$ cat src/ipb_pkg.sv
// Constants, field layout and carrier types of the priority bank.
// Assumes a single clock domain and an AXI4-Lite master in front.
package ipb_pkg;

	// ------------------------------------------------------------
	// Widths and counts
	// ------------------------------------------------------------
	localparam int unsigned ADDR_W = 8;
	localparam int unsigned DATA_W = 32;
	localparam int unsigned REG_W = 16;
	localparam int unsigned NUM_REGS = 6;
	localparam int unsigned SLOTS = 4;
	localparam int unsigned FIELD_W = 3;
	localparam int unsigned NUM_SRC = 22;
	localparam int unsigned SLOT_STRIDE = 4;
	localparam int unsigned NUM_LANES = 2;

	// ------------------------------------------------------------
	// Register byte offsets
	// ------------------------------------------------------------
	localparam logic [7:0] PRIO_CTRL_1_OFFS = 8'h00;
	localparam logic [7:0] PRIO_CTRL_2_OFFS = 8'h04;
	localparam logic [7:0] PRIO_CTRL_3_OFFS = 8'h08;
	localparam logic [7:0] PRIO_CTRL_4_OFFS = 8'h0c;
	localparam logic [7:0] PRIO_CTRL_5_OFFS = 8'h10;
	localparam logic [7:0] PRIO_CTRL_6_OFFS = 8'h14;
	localparam logic [7:0] SRC_ENABLE_OFFS = 8'h18;
	localparam logic [7:0] TOP_LEVEL_OFFS = 8'h1c;

	// ------------------------------------------------------------
	// Field positions inside a priority register
	// ------------------------------------------------------------
	localparam int unsigned SLOT3_POS = 12;
	localparam int unsigned SLOT2_POS = 8;
	localparam int unsigned SLOT1_POS = 4;
	localparam int unsigned SLOT0_POS = 0;

	// ------------------------------------------------------------
	// Implemented bits and power-on values, index 0 is register one
	// ------------------------------------------------------------
	localparam logic [NUM_REGS-1:0][REG_W-1:0] IMPL_MASK_TABLE = {
		16'h7777, 16'h7707, 16'h7777, 16'h0777, 16'h7777, 16'h7777
	};
	localparam logic [REG_W-1:0] POR_PATTERN = 16'h4444;

	// ------------------------------------------------------------
	// Priority codes
	// ------------------------------------------------------------
	localparam logic [FIELD_W-1:0] PRIO_DISABLED = 3'h0;
	localparam logic [FIELD_W-1:0] PRIO_LOWEST = 3'h1;
	localparam logic [FIELD_W-1:0] PRIO_HIGHEST = 3'h7;

	// ------------------------------------------------------------
	// Bus answers
	// ------------------------------------------------------------
	localparam logic [1:0] RESP_OKAY = 2'h0;
	localparam logic [1:0] RESP_SLVERR = 2'h2;

	typedef enum logic {WR_COLLECT, WR_RESPOND} ipb_wr_state_type;

	typedef struct packed {
		logic [2:0] timer2_priority;
		logic [2:0] out_compare2_priority;
		logic [2:0] in_capture2_priority;
		logic [2:0] dma_ch0_done_priority;
		logic [2:0] uart1_receive_priority;
		logic [2:0] spi1_event_priority;
		logic [2:0] spi1_error_priority;
		logic [2:0] timer3_priority;
		logic [2:0] dma_ch1_done_priority;
		logic [2:0] adc1_done_priority;
		logic [2:0] uart1_transmit_priority;
		logic [2:0] change_notify_priority;
		logic [2:0] comparator_priority;
		logic [2:0] i2c1_master_priority;
		logic [2:0] i2c1_slave_priority;
		logic [2:0] in_capture8_priority;
		logic [2:0] in_capture7_priority;
		logic [2:0] ext_irq1_priority;
		logic [2:0] timer4_priority;
		logic [2:0] out_compare4_priority;
		logic [2:0] out_compare3_priority;
		logic [2:0] dma_ch2_done_priority;
	} ipb_levels_type;

endpackage

$ cat src/ipb_prio_reg.sv
// One 16-bit priority register holding four 3-bit fields.
// Assumes the parent drives a one-cycle write pulse with byte strobes.
`timescale 1ns/1ps

module ipb_prio_reg #(
	parameter logic [15:0] IMPL_MASK = 16'hffff
) (
	input wire logic clock_in,
	input wire logic sys_rst_in,
	input wire logic wr_en_in,
	input wire logic [ipb_pkg::REG_W-1:0] wr_data_in,
	input wire logic [ipb_pkg::NUM_LANES-1:0] wr_strb_in,
	output logic [ipb_pkg::REG_W-1:0] value_out,
	output logic [ipb_pkg::SLOTS-1:0] enable_out
);
	import ipb_pkg::*;

	logic [REG_W-1:0] value_d;
	logic [REG_W-1:0] value_q;
	logic [SLOTS-1:0] enable_d;
	logic [SLOTS-1:0] enable_q;

	// ------------------------------------------------------------
	// Next value
	// ------------------------------------------------------------
	always_comb begin
		value_d = value_q;
		if (wr_en_in) begin
			for (int b = 0; b < NUM_LANES; b++) begin
				if (wr_strb_in[b]) begin
					value_d[8*b +: 8] = wr_data_in[8*b +: 8];
				end
			end
		end
		// Unimplemented bits never hold a one, so reads return zero.
		value_d = value_d & IMPL_MASK;
		for (int s = 0; s < SLOTS; s++) begin
			// Code zero takes the source out of service entirely.
			enable_d[s] = (value_d[SLOT_STRIDE*s +: FIELD_W] !=
				PRIO_DISABLED);
		end
	end

	// ------------------------------------------------------------
	// Storage
	// ------------------------------------------------------------
	always_ff @(posedge clock_in) begin
		if (sys_rst_in) begin
			value_q <= POR_PATTERN & IMPL_MASK;
		end else begin
			value_q <= value_d;
		end
	end

	// Enables are stored alongside so they need no decode downstream.
	always_ff @(posedge clock_in) begin
		if (sys_rst_in) begin
			enable_q <= '1;
		end else begin
			enable_q <= enable_d;
		end
	end

	assign value_out = value_q;
	assign enable_out = enable_q;

endmodule // ipb_prio_reg

$ cat src/ipb_bank.sv
// AXI4-Lite slave holding six interrupt priority registers.
// Assumes one clock, a synchronous reset and a well-behaved master.
`timescale 1ns/1ps

module ipb_bank (
	input wire logic clock_in,
	input wire logic sys_rst_in,
	input wire logic [ipb_pkg::ADDR_W-1:0] s_axi_awaddr_in,
	input wire logic [2:0] s_axi_awprot_in,
	input wire logic s_axi_awvalid_in,
	output logic s_axi_awready_out,
	input wire logic [ipb_pkg::DATA_W-1:0] s_axi_wdata_in,
	input wire logic [3:0] s_axi_wstrb_in,
	input wire logic s_axi_wvalid_in,
	output logic s_axi_wready_out,
	output logic [1:0] s_axi_bresp_out,
	output logic s_axi_bvalid_out,
	input wire logic s_axi_bready_in,
	input wire logic [ipb_pkg::ADDR_W-1:0] s_axi_araddr_in,
	input wire logic [2:0] s_axi_arprot_in,
	input wire logic s_axi_arvalid_in,
	output logic s_axi_arready_out,
	output logic [ipb_pkg::DATA_W-1:0] s_axi_rdata_out,
	output logic [1:0] s_axi_rresp_out,
	output logic s_axi_rvalid_out,
	input wire logic s_axi_rready_in,
	output ipb_pkg::ipb_levels_type levels_out,
	output logic [ipb_pkg::NUM_SRC-1:0] src_enable_out,
	output logic [ipb_pkg::FIELD_W-1:0] top_level_out
);
	import ipb_pkg::*;

	// ------------------------------------------------------------
	// Helpers
	// ------------------------------------------------------------
	// Priority registers occupy consecutive words from offset zero.
	function automatic logic is_prio_reg(input logic [ADDR_W-1:0] a);
		is_prio_reg = (a[ADDR_W-1:2] < (ADDR_W-2)'(NUM_REGS));
	endfunction

	function automatic logic [2:0] reg_index(input logic [ADDR_W-1:0] a);
		reg_index = a[4:2];
	endfunction

	// The code itself is the level, so a plain compare ranks sources.
	function automatic logic [FIELD_W-1:0] max_level(
		input logic [FIELD_W-1:0] a,
		input logic [FIELD_W-1:0] b
	);
		max_level = (a > b) ? a : b;
	endfunction

	// ------------------------------------------------------------
	// Write channel state
	// ------------------------------------------------------------
	ipb_wr_state_type wr_state_q;
	ipb_wr_state_type wr_state_d;
	logic aw_held_q;
	logic aw_held_d;
	logic w_held_q;
	logic w_held_d;
	logic [ADDR_W-1:0] waddr_q;
	logic [REG_W-1:0] wdata_q;
	logic [NUM_LANES-1:0] wstrb_q;
	logic awready_q;
	logic wready_q;
	logic bvalid_q;
	logic [1:0] bresp_q;
	logic aw_take;
	logic w_take;
	logic commit;
	logic [NUM_REGS-1:0] reg_wr_en;

	// ------------------------------------------------------------
	// Read channel state
	// ------------------------------------------------------------
	logic arready_q;
	logic rvalid_q;
	logic [DATA_W-1:0] rdata_q;
	logic [1:0] rresp_q;
	logic ar_take;
	logic [DATA_W-1:0] rd_word;
	logic [1:0] rd_resp;

	// ------------------------------------------------------------
	// Register bank
	// ------------------------------------------------------------
	logic [NUM_REGS-1:0][REG_W-1:0] reg_value;
	logic [NUM_REGS-1:0][SLOTS-1:0] reg_enable;
	logic [FIELD_W-1:0] top_level_d;
	logic [FIELD_W-1:0] top_level_q;

	assign aw_take = s_axi_awvalid_in & awready_q;
	assign w_take = s_axi_wvalid_in & wready_q;
	assign ar_take = s_axi_arvalid_in & arready_q;

	// Address and data may arrive in either order; the write is done
	// once both are held, one cycle after the later of the two.
	assign commit = (wr_state_q == WR_COLLECT) & aw_held_q & w_held_q;

	always_comb begin
		wr_state_d = wr_state_q;
		aw_held_d = aw_held_q | aw_take;
		w_held_d = w_held_q | w_take;
		unique case (wr_state_q)
			WR_COLLECT: begin
				if (commit) begin
					wr_state_d = WR_RESPOND;
					aw_held_d = 1'b0;
					w_held_d = 1'b0;
				end
			end
			WR_RESPOND: begin
				if (s_axi_bready_in) begin
					wr_state_d = WR_COLLECT;
				end
			end
		endcase
	end

	always_ff @(posedge clock_in) begin
		if (sys_rst_in) begin
			wr_state_q <= WR_COLLECT;
			aw_held_q <= 1'b0;
			w_held_q <= 1'b0;
			awready_q <= 1'b0;
			wready_q <= 1'b0;
		end else begin
			wr_state_q <= wr_state_d;
			aw_held_q <= aw_held_d;
			w_held_q <= w_held_d;
			awready_q <= ~aw_held_d & (wr_state_d == WR_COLLECT);
			wready_q <= ~w_held_d & (wr_state_d == WR_COLLECT);
		end
	end

	always_ff @(posedge clock_in) begin
		if (sys_rst_in) begin
			waddr_q <= '0;
			wdata_q <= '0;
			wstrb_q <= '0;
		end else begin
			if (aw_take) begin
				waddr_q <= s_axi_awaddr_in;
			end
			if (w_take) begin
				// Only the low two lanes carry register bits.
				wdata_q <= s_axi_wdata_in[REG_W-1:0];
				wstrb_q <= s_axi_wstrb_in[NUM_LANES-1:0];
			end
		end
	end

	// Status words are read-only, so writing them is answered as an error.
	always_ff @(posedge clock_in) begin
		if (sys_rst_in) begin
			bvalid_q <= 1'b0;
			bresp_q <= RESP_OKAY;
		end else if (commit) begin
			bvalid_q <= 1'b1;
			bresp_q <= is_prio_reg(waddr_q) ? RESP_OKAY : RESP_SLVERR;
		end else if (s_axi_bready_in) begin
			bvalid_q <= 1'b0;
		end
	end

	always_comb begin
		reg_wr_en = '0;
		if (commit && is_prio_reg(waddr_q)) begin
			reg_wr_en[reg_index(waddr_q)] = 1'b1;
		end
	end

	// ------------------------------------------------------------
	// Priority registers
	// ------------------------------------------------------------
	for (genvar i = 0; i < NUM_REGS; i++) begin : g_reg
		ipb_prio_reg #(
			.IMPL_MASK(IMPL_MASK_TABLE[i])
		) u_reg (
			.clock_in(clock_in),
			.sys_rst_in(sys_rst_in),
			.wr_en_in(reg_wr_en[i]),
			.wr_data_in(wdata_q),
			.wr_strb_in(wstrb_q),
			.value_out(reg_value[i]),
			.enable_out(reg_enable[i])
		);
	end

	// ------------------------------------------------------------
	// Read path
	// ------------------------------------------------------------
	always_comb begin
		rd_word = '0;
		rd_resp = RESP_OKAY;
		if (is_prio_reg(s_axi_araddr_in)) begin
			rd_word[REG_W-1:0] = reg_value[reg_index(s_axi_araddr_in)];
		end else if (s_axi_araddr_in[ADDR_W-1:2] == SRC_ENABLE_OFFS[7:2]) begin
			rd_word[NUM_SRC-1:0] = src_enable_out;
		end else if (s_axi_araddr_in[ADDR_W-1:2] == TOP_LEVEL_OFFS[7:2]) begin
			rd_word[FIELD_W-1:0] = top_level_q;
		end else begin
			rd_resp = RESP_SLVERR;
		end
	end

	always_ff @(posedge clock_in) begin
		if (sys_rst_in) begin
			arready_q <= 1'b0;
			rvalid_q <= 1'b0;
			rdata_q <= '0;
			rresp_q <= RESP_OKAY;
		end else if (ar_take) begin
			arready_q <= 1'b0;
			rvalid_q <= 1'b1;
			rdata_q <= rd_word;
			rresp_q <= rd_resp;
		end else if (rvalid_q) begin
			if (s_axi_rready_in) begin
				rvalid_q <= 1'b0;
				arready_q <= 1'b1;
			end
		end else begin
			arready_q <= 1'b1;
		end
	end

	// ------------------------------------------------------------
	// Highest level in use, a one-cycle lagging summary
	// ------------------------------------------------------------
	always_comb begin
		top_level_d = PRIO_DISABLED;
		for (int r = 0; r < NUM_REGS; r++) begin
			for (int s = 0; s < SLOTS; s++) begin
				top_level_d = max_level(top_level_d,
					reg_value[r][SLOT_STRIDE*s +: FIELD_W]);
			end
		end
	end

	always_ff @(posedge clock_in) begin
		if (sys_rst_in) begin
			top_level_q <= PRIO_DISABLED;
		end else begin
			top_level_q <= top_level_d;
		end
	end

	// ------------------------------------------------------------
	// Outputs
	// ------------------------------------------------------------
	assign s_axi_awready_out = awready_q;
	assign s_axi_wready_out = wready_q;
	assign s_axi_bvalid_out = bvalid_q;
	assign s_axi_bresp_out = bresp_q;
	assign s_axi_arready_out = arready_q;
	assign s_axi_rvalid_out = rvalid_q;
	assign s_axi_rdata_out = rdata_q;
	assign s_axi_rresp_out = rresp_q;
	assign top_level_out = top_level_q;

	// Source order rises with field position, register one first.
	assign src_enable_out = {
		reg_enable[5],
		reg_enable[4][3:2], reg_enable[4][0],
		reg_enable[3],
		reg_enable[2][2:0],
		reg_enable[1],
		reg_enable[0]
	};

	assign levels_out.timer2_priority =
		reg_value[0][SLOT3_POS +: FIELD_W];
	assign levels_out.out_compare2_priority =
		reg_value[0][SLOT2_POS +: FIELD_W];
	assign levels_out.in_capture2_priority =
		reg_value[0][SLOT1_POS +: FIELD_W];
	assign levels_out.dma_ch0_done_priority =
		reg_value[0][SLOT0_POS +: FIELD_W];
	assign levels_out.uart1_receive_priority =
		reg_value[1][SLOT3_POS +: FIELD_W];
	assign levels_out.spi1_event_priority =
		reg_value[1][SLOT2_POS +: FIELD_W];
	assign levels_out.spi1_error_priority =
		reg_value[1][SLOT1_POS +: FIELD_W];
	assign levels_out.timer3_priority =
		reg_value[1][SLOT0_POS +: FIELD_W];
	assign levels_out.dma_ch1_done_priority =
		reg_value[2][SLOT2_POS +: FIELD_W];
	assign levels_out.adc1_done_priority =
		reg_value[2][SLOT1_POS +: FIELD_W];
	assign levels_out.uart1_transmit_priority =
		reg_value[2][SLOT0_POS +: FIELD_W];
	assign levels_out.change_notify_priority =
		reg_value[3][SLOT3_POS +: FIELD_W];
	assign levels_out.comparator_priority =
		reg_value[3][SLOT2_POS +: FIELD_W];
	assign levels_out.i2c1_master_priority =
		reg_value[3][SLOT1_POS +: FIELD_W];
	assign levels_out.i2c1_slave_priority =
		reg_value[3][SLOT0_POS +: FIELD_W];
	assign levels_out.in_capture8_priority =
		reg_value[4][SLOT3_POS +: FIELD_W];
	assign levels_out.in_capture7_priority =
		reg_value[4][SLOT2_POS +: FIELD_W];
	assign levels_out.ext_irq1_priority =
		reg_value[4][SLOT0_POS +: FIELD_W];
	assign levels_out.timer4_priority =
		reg_value[5][SLOT3_POS +: FIELD_W];
	assign levels_out.out_compare4_priority =
		reg_value[5][SLOT2_POS +: FIELD_W];
	assign levels_out.out_compare3_priority =
		reg_value[5][SLOT1_POS +: FIELD_W];
	assign levels_out.dma_ch2_done_priority =
		reg_value[5][SLOT0_POS +: FIELD_W];

endmodule // ipb_bank

$ cat config.mk
export PLATFORM = sky130hd
export DESIGN_NAME = ipb_bank
export DESIGN_NICKNAME = d
export VERILOG_FILES = /design/src/ipb_pkg.sv /design/src/ipb_prio_reg.sv /design/src/ipb_bank.sv
export SDC_FILE = /design/constraint.sdc
export NUM_CORES = 1
export LEC_CHECK = 0
export BUFFER_PORTS_ARGS = -buffer_cell sky130_fd_sc_hd__buf_4
export CAP_MARGIN = 10
export CORE_UTILIZATION = 55
export DETAILED_ROUTE_END_ITERATION = 10
export PLACE_DENSITY = 0.88
export SETUP_SLACK_MARGIN = 0.2
export SLEW_MARGIN = 20
export SYNTH_ARGS = -nofsm -noshare
export SYNTH_HDL_FRONTEND = slang
export SYNTH_SLANG_ARGS = --single-unit
$ cat constraint.sdc
create_clock -name clock_in -period 34.3 [get_ports clock_in]
set_input_delay 1.715 -clock clock_in [delete_from_list [all_inputs] [get_ports clock_in]]
set_output_delay 1.715 -clock clock_in [all_outputs]
set_load 0.02 [all_outputs]
==> report_table.html, run 1 <==
<table>
<tr><th>Metric</th><th>Value</th></tr>
<tr><th colspan="2">Status</th></tr>
<tr><td>Result of the run</td><td>completed</td></tr>
<tr><th colspan="2">Drt</th></tr>
<tr><td>Number of vias per cell</td><td>about 6.2</td></tr>
<tr><td>Post-detailed-route DRC marker count</td><td>0</td></tr>
<tr><td>Drt wl/cell</td><td>19.2 um</td></tr>
<tr><td>ANT nets after route</td><td>0</td></tr>
<tr><td>Count of TritonRoute iterations in the first routing pass</td><td>6</td></tr>
<tr><td>Detailed router's first-iteration violation count</td><td>approximately 720</td></tr>
<tr><td>Detailed Route WL</td><td>28.1 mm</td></tr>
<tr><td>Total vias in the final route</td><td>~9.0k</td></tr>
<tr><th colspan="2">STA</th></tr>
<tr><td>Count of endpoints failing hold in the final timing report</td><td>0</td></tr>
<tr><td>Final Max Tran Viols</td><td>0</td></tr>
<tr><td>Shortest period the worst path allows</td><td>between 30 and 40 ns</td></tr>
<tr><td>Count of endpoints failing setup in the final report</td><td>0</td></tr>
<tr><td>Fraction of the cycle the final worst path needs</td><td>89.2%</td></tr>
<tr><td>Final TNS setup</td><td>0 ns</td></tr>
<tr><td>Unrepaired setup endpoints after global routing</td><td>false</td></tr>
<tr><td>Post-Route Skew</td><td>between 0.01 and 0.015 ns</td></tr>
<tr><td>Slew margin rel.</td><td>between 20% and 30%</td></tr>
<tr><td>FMAX</td><td>approximately 33 MHz</td></tr>
<tr><td>Worst-Margin Slew</td><td>1.13 ns</td></tr>
<tr><th colspan="2">Worst setup path</th></tr>
<tr><td>Most frequent cell on the critical path</td><td>sky130_fd_sc_hd__ha_1</td></tr>
<tr><td>Highest net fanout along the worst path</td><td>10</td></tr>
<tr><td>Crit path launch</td><td>g_reg[0].u_reg.value_out[6]$_SDFF_PP1_</td></tr>
<tr><td>Critical path's slowest cell</td><td>sky130_fd_sc_hd__or4b_2</td></tr>
<tr><td>Arrival time reported for the critical path endpoint</td><td>a little over 30 ns</td></tr>
<tr><td>Worst r2r path cells</td><td>about 140</td></tr>
<tr><td>Critical path startpoint category</td><td>flop</td></tr>
<tr><td>Crit path required time</td><td>34.63 ns</td></tr>
<tr><td>RR Endpoint</td><td>top_level_out[1]$_SDFF_PP0_</td></tr>
<tr><td>FF-to-FF Start</td><td>g_reg[0].u_reg.value_out[6]$_SDFF_PP1_</td></tr>
<tr><td>Capture point of the critical path</td><td>top_level_out[1]$_SDFF_PP0_</td></tr>
<tr><td>Worst-case register-to-register setup slack</td><td>approximately 3.7 ns</td></tr>
<tr><td>CP peak stage delay</td><td>~0.61 ns</td></tr>
<tr><td>WS Path Type</td><td>flop to flop</td></tr>
<tr><td>Element type at the critical path end</td><td>flop</td></tr>
<tr><th colspan="2">Synth</th></tr>
<tr><td>Mean cell area of the mapped netlist</td><td>8.08 um2</td></tr>
<tr><td>Register bit total from synthesis</td><td>approximately 140</td></tr>
<tr><td>Fraction of the yosys area taken by sequential cells</td><td>about 32%</td></tr>
<tr><td>Post-synthesis cell area</td><td>8900 um2</td></tr>
<tr><td>Number of flops mapped to enable cells by yosys</td><td>0</td></tr>
<tr><td>Portion of synthesized cell area occupied by the leading cell type</td><td>around a third</td></tr>
<tr><td>Area contributors post-synth</td><td>sky130_fd_sc_hd__dfxtp_1, sky130_fd_sc_hd__ha_1, sky130_fd_sc_hd__mux2i_1</td></tr>
<tr><td>Syn. warnings</td><td>0</td></tr>
<tr><td>Post-synthesis cell type with the largest combined area</td><td>sky130_fd_sc_hd__dfxtp_1</td></tr>
<tr><td>Number of instances in the synthesized netlist</td><td>around 1.1k</td></tr>
<tr><td>Top FF cell, synth</td><td>sky130_fd_sc_hd__dfxtp_1</td></tr>
<tr><td>Ys async rst share</td><td>0%</td></tr>
<tr><td>Number of distinct library cells after synthesis</td><td>between 70 and 80</td></tr>
<tr><th colspan="2">Power</th></tr>
<tr><td>Switching fraction of total power</td><td>24.6%</td></tr>
<tr><td>Clock network fraction of total power</td><td>about half</td></tr>
<tr><td>Psw</td><td>between 90 and 100 uW</td></tr>
<tr><td>Reg power frac</td><td>a little under half</td></tr>
<tr><td>LEAKAGE</td><td>approximately 4.4 nW</td></tr>
<tr><td>Final total power</td><td>approximately 380 uW</td></tr>
<tr><td>Worst IR Drop VDD</td><td>a little under 0.04 mV</td></tr>
<tr><td>Cell Pwr Density</td><td>~36 nW/um2</td></tr>
<tr><td>Power Internal</td><td>289 uW</td></tr>
<tr><td>Proportion of power drawn by combinational gates</td><td>under 10%</td></tr>
<tr><th colspan="2">Clock network</th></tr>
<tr><td>Clock transition time at the flip-flop clock pins of the worst setup and hold paths</td><td>around 0.06 ns</td></tr>
<tr><td>Maximum buffer depth of the clock tree</td><td>2</td></tr>
<tr><td>Clk sink count</td><td>143</td></tr>
<tr><td>Total CTS buffers</td><td>17</td></tr>
<tr><td>Post-CTS repair timing setup buffer count</td><td>0</td></tr>
<tr><td>Later-pin clock latency in the skew report</td><td>between 0.4 and 0.5 ns</td></tr>
<tr><td>Cts repair resizes</td><td>0</td></tr>
<tr><td>Clock root buffer</td><td>sky130_fd_sc_hd__clkbuf_16</td></tr>
<tr><td>TritonCTS clock tree</td><td>yes</td></tr>
<tr><td>H-tree depth</td><td>4</td></tr>
<tr><td>Count of hold buffers inserted by post-cts repair</td><td>0</td></tr>
<tr><th colspan="2">GRT</th></tr>
<tr><td>Pin count of the biggest net entering global routing</td><td>74</td></tr>
<tr><td>Total global routing overflow</td><td>0</td></tr>
<tr><td>All-layer global routing usage</td><td>approximately 34%</td></tr>
<tr><td>Number of global-route vias before repair</td><td>between 8k and 9k</td></tr>
<tr><td>Initial antenna violation count</td><td>1</td></tr>
<tr><td>First-pass GRT wire length</td><td>about 43 mm</td></tr>
<tr><th colspan="2">Worst hold path</th></tr>
<tr><td>Path category of the worst min-delay check</td><td>flop to flop</td></tr>
<tr><th colspan="2">Cells and area</th></tr>
<tr><td>Area added between synthesis and finish</td><td>20.3%</td></tr>
<tr><td>Count of antenna diodes in the layout</td><td>0</td></tr>
<tr><td>Commonest cells after routing, fill and taps aside</td><td>sky130_fd_sc_hd__buf_4, sky130_fd_sc_hd__dfxtp_1, sky130_fd_sc_hd__nor2_1, sky130_fd_sc_hd__nand2_1, sky130_fd_sc_hd__a21oi_1</td></tr>
<tr><td>NumNets Final</td><td>between 1k and 1.5k</td></tr>
<tr><td>Area of all placed cells without fillers</td><td>between 10000 and 15000 um2</td></tr>
<tr><td>Fraction of layout cells with a size suffix above 1</td><td>between 20% and 30%</td></tr>
<tr><td>Post-route insts no fill</td><td>between 1k and 1.5k</td></tr>
<tr><td>Most common cell after layout, fill and taps aside</td><td>sky130_fd_sc_hd__buf_4</td></tr>
<tr><th colspan="2">Floorplanning</th></tr>
<tr><td>Die height</td><td>between 100 and 150 um</td></tr>
<tr><td>Starting density of the core</td><td>a little under three fifths</td></tr>
<tr><td># rows</td><td>46</td></tr>
<tr><td>Full die area</td><td>approximately 17000 um2</td></tr>
<tr><td>Core area</td><td>15800 um2</td></tr>
<tr><td>I/O Pins</td><td>between 150 and 200</td></tr>
<tr><td>Overall die width</td><td>between 100 and 150 um</td></tr>
<tr><th colspan="2">Placed design</th></tr>
<tr><td>IO buf count</td><td>around 150</td></tr>
<tr><td>DP Cell Count</td><td>1426</td></tr>
<tr><td>Routability-driven placement congestion ratio</td><td>slightly below 1</td></tr>
<tr><td>Half-perimeter wire length after placement</td><td>between 20 and 25 mm</td></tr>
<tr><td>Post-Place Cell Area</td><td>between 10000 and 15000 um2</td></tr>
<tr><th colspan="2">Job</th></tr>
<tr><td>Max Cap Violations</td><td>0</td></tr>
</table>
[power by group through the flow]
stage | Clock, mW | Combinational (mW) | Sequential [mW]
after global placement | 0 | 0.0225 | 0.176
after floorplan | 0 | 0.0151 | 0.176
after global routing | 0.192 | 0.0254 | 0.173
after CTS | 0.185 | 0.0232 | 0.173
final | 0.186 | 0.0235 | 0.173
after detailed placement | 0 | 0.0229 | 0.177
[worst min path at each step]
stage,end,from,depth (start not counted)
2_1_floorplan,waddr_q[6]$_SDFFE_PP0P_,waddr_q[6]$_SDFFE_PP0P_,2
3_3_place_gp,waddr_q[6]$_SDFFE_PP0P_,waddr_q[6]$_SDFFE_PP0P_,2
3_5_place_dp,waddr_q[6]$_SDFFE_PP0P_,waddr_q[6]$_SDFFE_PP0P_,2
4_1_cts,waddr_q[5]$_SDFFE_PP0P_,waddr_q[5]$_SDFFE_PP0P_,2
5_1_grt,waddr_q[6]$_SDFFE_PP0P_,waddr_q[6]$_SDFFE_PP0P_,2
6_report,waddr_q[5]$_SDFFE_PP0P_,waddr_q[5]$_SDFFE_PP0P_,2
[layout make-up]
type / count / area (um2)
Inverter: 62 / 233
Clock buffer: 20 / 457
Multi-Input combinational cell: 848 / 5580
Tap cell: 216 / 270
Timing Repair Buffer: 157 / 1180
Clock inverter: 12 / 134
Fill cell: 1310 / 5120
Sequential cell: 143 / 2860
[per-layer routing]
| metal | share of wire (%) | GRT usage, % | wire (um) | up-vias |
|---|---|---|---|---|
| met2 | 44 | 52.8 | 12400 | 537 |
| li1 | - | - | - | 4202 |
| met5 | 0.046 | 0 | 13 | - |
| met3 | 10 | 8.75 | 2940 | 114 |
| met1 | 41 | 42.7 | 11400 | 4174 |
| met4 | 4.8 | 18.3 | 1350 | 2 |
[kinds of logic (layout without fill, tap and decap cells)]
kind of cell | count (synthesis) | in the layout | synth area share (%)
and+or+nand+nor | 421 | 421 | 22.2
other | 1 | 12 | 0.0421
DFF | 143 | 143 | 32.2
adders and majority gates | 54 | 54 | 7.59
AOI/OAI and AO/OA | 276 | 276 | 21.0
buffers and inverters | 122 | 251 | 5.68
muxes | 85 | 85 | 11.4
[synthesized netlist by cell type, drive strengths merged (4+ instances only)]
master    n
dfxtp   143
nand2   121
nor2    121
a21oi    82
inv      62
mux2i    60
ha       54
nor3     50
clkbuf   41
o21ai    36
o211ai   28
nand3    27
or2      25
nand2b   23
buf      19
nor2b    17
a21o     15
a31oi    15
and2     13
mux2     13
o21a     13
mux4     12
a22o     11
a211oi   10
o22ai    10
a221oi    9
o31ai     8
a22oi     5
and3      5
nor4      4
o311ai    4
[metrics by stage]
stage	utilization (%)	setup slack [ns]	hold slack [ns]
after CTS	67.7	4.28	0.460
final	67.7	3.70	0.458
after global placement	63.9	5.27	0.444
after floorplan	-	8.56	0.436
after detailed placement	63.9	4.43	0.451
after global routing	67.7	1.50	0.483
[worst max-delay path: cells and delay by family (launching register included)]
family / cells / cell delay [ns]
AOI/OAI and AO/OA: 56 / 12.16
and+or+nand+nor: 49 / 9.30
adders and majority gates: 21 / 5.85
muxes: 6 / 2.26
buffers and inverters: 5 / 0.48
DFF: 1 / 0.41
[registers in the layout, summed over array words and instances (netlist names), 2 cells and up]
| name | cells |
|---|---|
| g.u_reg.value_out | 66 |
| g.u_reg.enable_out | 22 |
| wdata_q | 12 |
| top_level_out | 3 |
| s_axi_rdata_out | 22 |
| waddr_q | 6 |
| wstrb_q | 2 |
(Power assumes the default switching activity.)
==> run 2: changes to the inputs <==
--- a/config.mk
+++ b/config.mk
@@ -8,6 +8,7 @@
 export BUFFER_PORTS_ARGS = -buffer_cell sky130_fd_sc_hd__buf_4
 export CAP_MARGIN = 10
 export CORE_UTILIZATION = 55
+export CTS_BUF_LIST = sky130_fd_sc_hd__clkbuf_8 sky130_fd_sc_hd__clkbuf_16
 export DETAILED_ROUTE_END_ITERATION = 10
 export PLACE_DENSITY = 0.88
 export SETUP_SLACK_MARGIN = 0.2
==> run 2 against run 1 <==
  * Via count up 0.25%
  * Die area is the same
  * Global-route usage stayed put
  * Clock skew shrank 0.00059 ns
  * Largest power group unchanged
==> report_table.html, run 2 (synthesized netlist as in run 1, its figures left out) <==
<table>
<tr><th>Metric</th><th>Value</th></tr>
<tr><th colspan="2">Power</th></tr>
<tr><td>Clock network fraction of total power</td><td>48.6% (about the same)</td></tr>
<tr><td>Cell Pwr Density</td><td>35.7 nW/um2 (-0.15%)</td></tr>
<tr><td>Switching fraction of total power</td><td>24.5% (-0.042 points)</td></tr>
<tr><td>Psw</td><td>93.8 uW (-0.32%)</td></tr>
<tr><td>LEAKAGE</td><td>4.45 nW (about the same)</td></tr>
<tr><td>Reg power frac</td><td>45.3% (about the same)</td></tr>
<tr><td>Proportion of power drawn by combinational gates</td><td>6.1% (about the same)</td></tr>
<tr><td>Worst IR Drop VDD</td><td>0.0394 mV (about the same)</td></tr>
<tr><td>Power Internal</td><td>288 uW (about the same)</td></tr>
<tr><th colspan="2">GRT</th></tr>
<tr><td>All-layer global routing usage</td><td>33.8% (unchanged)</td></tr>
<tr><td>Pin count of the biggest net entering global routing</td><td>74 (unchanged)</td></tr>
<tr><td>Total global routing overflow</td><td>0 (unchanged)</td></tr>
<tr><td>Number of global-route vias before repair</td><td>8227 (unchanged)</td></tr>
<tr><td>Initial antenna violation count</td><td>1 (unchanged)</td></tr>
<tr><td>First-pass GRT wire length</td><td>43.1 mm (unchanged)</td></tr>
<tr><th colspan="2">Placed design</th></tr>
<tr><td>IO buf count</td><td>152 (unchanged)</td></tr>
<tr><td>Half-perimeter wire length after placement</td><td>20.9 mm (unchanged)</td></tr>
<tr><td>Routability-driven placement congestion ratio</td><td>0.984 (unchanged)</td></tr>
<tr><th colspan="2">STA</th></tr>
<tr><td>FMAX</td><td>32.7 MHz (about the same)</td></tr>
<tr><td>Final Max Tran Viols</td><td>0 (unchanged)</td></tr>
<tr><td>Fraction of the cycle the final worst path needs</td><td>89.1% (about the same)</td></tr>
<tr><td>Slew margin rel.</td><td>25.9% (+1.5 points)</td></tr>
<tr><td>Count of endpoints failing hold in the final timing report</td><td>0 (unchanged)</td></tr>
<tr><td>Count of endpoints failing setup in the final report</td><td>0 (unchanged)</td></tr>
<tr><td>Worst-Margin Slew</td><td>1.11 ns (-0.0225 ns)</td></tr>
<tr><td>Unrepaired setup endpoints after global routing</td><td>false</td></tr>
<tr><td>Final TNS setup</td><td>0 ns (unchanged)</td></tr>
<tr><td>Shortest period the worst path allows</td><td>30.57 ns (-0.0273 ns)</td></tr>
<tr><td>Post-Route Skew</td><td>0.00943 ns (-0.000586 ns)</td></tr>
<tr><th colspan="2">Clock network</th></tr>
<tr><td>Clock transition time at the flip-flop clock pins of the worst setup and hold paths</td><td>0.06 ns (about the same)</td></tr>
<tr><td>Maximum buffer depth of the clock tree</td><td>2 (unchanged)</td></tr>
<tr><td>H-tree depth</td><td>4 (unchanged)</td></tr>
<tr><td>TritonCTS clock tree</td><td>yes</td></tr>
<tr><td>Cts repair resizes</td><td>0 (unchanged)</td></tr>
<tr><td>Later-pin clock latency in the skew report</td><td>0.44 ns (about the same)</td></tr>
<tr><td>Clk sink count</td><td>143 (unchanged)</td></tr>
<tr><td>Post-CTS repair timing setup buffer count</td><td>0 (unchanged)</td></tr>
<tr><td>Count of hold buffers inserted by post-cts repair</td><td>0 (unchanged)</td></tr>
<tr><td>Clock root buffer</td><td>sky130_fd_sc_hd__clkbuf_16</td></tr>
<tr><td>Total CTS buffers</td><td>17 (unchanged)</td></tr>
<tr><th colspan="2">Worst setup path</th></tr>
<tr><td>CP peak stage delay</td><td>0.61 ns (about the same)</td></tr>
<tr><td>Element type at the critical path end</td><td>flop</td></tr>
<tr><td>WS Path Type</td><td>flop to flop</td></tr>
<tr><td>Capture point of the critical path</td><td>top_level_out[1]$_SDFF_PP0_</td></tr>
<tr><td>Highest net fanout along the worst path</td><td>10 (unchanged)</td></tr>
<tr><td>Buffers and inverters on the worst path</td><td>5 (unchanged)</td></tr>
<tr><td>Worst r2r path cells</td><td>137 (unchanged)</td></tr>
<tr><td>RR Endpoint</td><td>top_level_out[1]$_SDFF_PP0_</td></tr>
<tr><td>Critical path's slowest cell</td><td>sky130_fd_sc_hd__or4b_2</td></tr>
<tr><td>Crit path launch</td><td>g_reg[0].u_reg.value_out[6]$_SDFF_PP1_</td></tr>
<tr><td>Most frequent cell on the critical path</td><td>sky130_fd_sc_hd__ha_1</td></tr>
<tr><td>Crit path required time</td><td>34.63 ns (about the same)</td></tr>
<tr><td>Total stage count of the critical path</td><td>137 (unchanged)</td></tr>
<tr><td>Critical path startpoint category</td><td>flop</td></tr>
<tr><td>FF-to-FF Start</td><td>g_reg[0].u_reg.value_out[6]$_SDFF_PP1_</td></tr>
<tr><td>Kind of cell adding the most delay to the critical path</td><td>compound AO/OA/AOI/OAI gates</td></tr>
<tr><td>Worst-case register-to-register setup slack</td><td>3.73 ns (+0.03 ns)</td></tr>
<tr><td>Arrival time reported for the critical path endpoint</td><td>30.90 ns (-0.03 ns)</td></tr>
<tr><th colspan="2">Drt</th></tr>
<tr><td>Count of TritonRoute iterations in the first routing pass</td><td>6 (unchanged)</td></tr>
<tr><td>Number of vias per cell</td><td>6.21 (+0.25%)</td></tr>
<tr><td>Total vias in the final route</td><td>9052 (+0.25%)</td></tr>
<tr><td>Routed met2 length</td><td>12.3 mm (-0.15%)</td></tr>
<tr><td>Highest layer used for signal routing</td><td>met5</td></tr>
<tr><td>ANT nets after route</td><td>0 (unchanged)</td></tr>
<tr><td>Wire length on met1</td><td>11.3 mm (-0.70%)</td></tr>
<tr><td>Total length of routed met3 wires</td><td>3.01 mm (+2.6%)</td></tr>
<tr><td>Detailed router's first-iteration violation count</td><td>729 (+0.69%)</td></tr>
<tr><td>Drt wl/cell</td><td>19.2 um (about the same)</td></tr>
<tr><td>Post-detailed-route DRC marker count</td><td>0 (unchanged)</td></tr>
<tr><td>Detailed Route WL</td><td>28.1 mm (about the same)</td></tr>
<tr><th colspan="2">Job</th></tr>
<tr><td>Max Cap Violations</td><td>0 (unchanged)</td></tr>
<tr><th colspan="2">Floorplanning</th></tr>
<tr><td>Full die area</td><td>16700 um2 (unchanged)</td></tr>
<tr><td># rows</td><td>46 (unchanged)</td></tr>
<tr><td>Overall die width</td><td>129 um (unchanged)</td></tr>
<tr><td>Core area</td><td>15800 um2 (unchanged)</td></tr>
<tr><td>Starting density of the core</td><td>56.2% (unchanged)</td></tr>
<tr><td>Die height</td><td>129 um (unchanged)</td></tr>
<tr><td>I/O Pins</td><td>197 (unchanged)</td></tr>
<tr><th colspan="2">Worst hold path</th></tr>
<tr><td>Path category of the worst min-delay check</td><td>flop to flop</td></tr>
<tr><td>Start point of the worst min-delay path</td><td>waddr_q[5]$_SDFFE_PP0P_</td></tr>
<tr><th colspan="2">Status</th></tr>
<tr><td>Result of the run</td><td>completed</td></tr>
<tr><th colspan="2">Cells and area</th></tr>
<tr><td>Area added between synthesis and finish</td><td>20.3% (unchanged)</td></tr>
<tr><td>Flip-flop count of the largest register, all copies and words added</td><td>66 (unchanged)</td></tr>
<tr><td>Most common cell after layout, fill and taps aside</td><td>sky130_fd_sc_hd__buf_4</td></tr>
<tr><td>Count of antenna diodes in the layout</td><td>0 (unchanged)</td></tr>
<tr><td>NumNets Final</td><td>1348 (unchanged)</td></tr>
<tr><td>Fraction of layout cells with a size suffix above 1</td><td>20.0% (unchanged)</td></tr>
<tr><td>Share of the core filled with cells</td><td>67.7% (unchanged)</td></tr>
<tr><td>Commonest cells after routing, fill and taps aside</td><td>sky130_fd_sc_hd__buf_4, sky130_fd_sc_hd__dfxtp_1, sky130_fd_sc_hd__nor2_1, sky130_fd_sc_hd__nand2_1, sky130_fd_sc_hd__a21oi_1</td></tr>
<tr><td>FILL cells</td><td>1310 (unchanged)</td></tr>
</table>
[run 2: changes by cell type in the layout (fill, tap and decap cells not counted)]
cell / previous run / this run
sky130_fd_sc_hd__clkbuf_1: 1 / 0
sky130_fd_sc_hd__inv_1: 62 / 63
[run 2: metal layers]
metal / up-vias / track usage, %
met1: 4171 / 42.7
met3: 116 / 8.75
met4: 2 / 18.3
met2: 557 / 52.8
met5: - / 0
li1: 4206 / -
[run 2: worst min-delay path by stage]
stage	depth (start not counted)	slack [ns]	endpoint
floorplan	2	0.44	waddr_q[6]$_SDFFE_PP0P_
global placement	2	0.44	waddr_q[6]$_SDFFE_PP0P_
detailed placement	2	0.45	waddr_q[6]$_SDFFE_PP0P_
CTS	2	0.46	waddr_q[5]$_SDFFE_PP0P_
global route	2	0.48	waddr_q[6]$_SDFFE_PP0P_
finish	2	0.46	waddr_q[5]$_SDFFE_PP0P_
[run 2: layout make-up]
class                   instances  area [um2]  share of cell area [%]
clock buffers                  19         453                    4.23
inverters                      62         233                    2.17
clock inverters                13         138                    1.29
multi-input cells             848        5580                    52.1
well taps                     216         270                    2.52
flip-flops and latches        143        2860                    26.7
repair buffers                157        1180                    11.0
[run 2: power groups by stage]
stage	logic [mW]	registers, mW	clock network (mW)
2_1_floorplan	0.0151	0.176	0
6_report	0.0235	0.173	0.186
3_3_place_gp	0.0225	0.176	0
4_1_cts	0.0232	0.173	0.185
3_5_place_dp	0.0229	0.177	0
5_1_grt	0.0254	0.173	0.192
[run 2: per-stage QoR]
step | setup WS [ns] | hold WS [ns] | std cells | cell area (um2) | total power, mW
2_1_floorplan | 8.56 | 0.436 | 1113 | 8940 | 0.191
3_3_place_gp | 5.27 | 0.444 | 1426 | 10100 | 0.199
5_1_grt | 1.50 | 0.483 | 1458 | 10700 | 0.391
4_1_cts | 4.28 | 0.460 | 1458 | 10700 | 0.381
3_5_place_dp | 4.43 | 0.451 | 1426 | 10100 | 0.199
6_report | 3.73 | 0.458 | 1458 | 10700 | 0.382
[run 2: worst min-delay path, stage by stage, from the launching register on]
cell                      delay (ns)
sky130_fd_sc_hd__dfxtp_1        0.31
sky130_fd_sc_hd__nand2_1        0.05
sky130_fd_sc_hd__a21oi_1        0.05
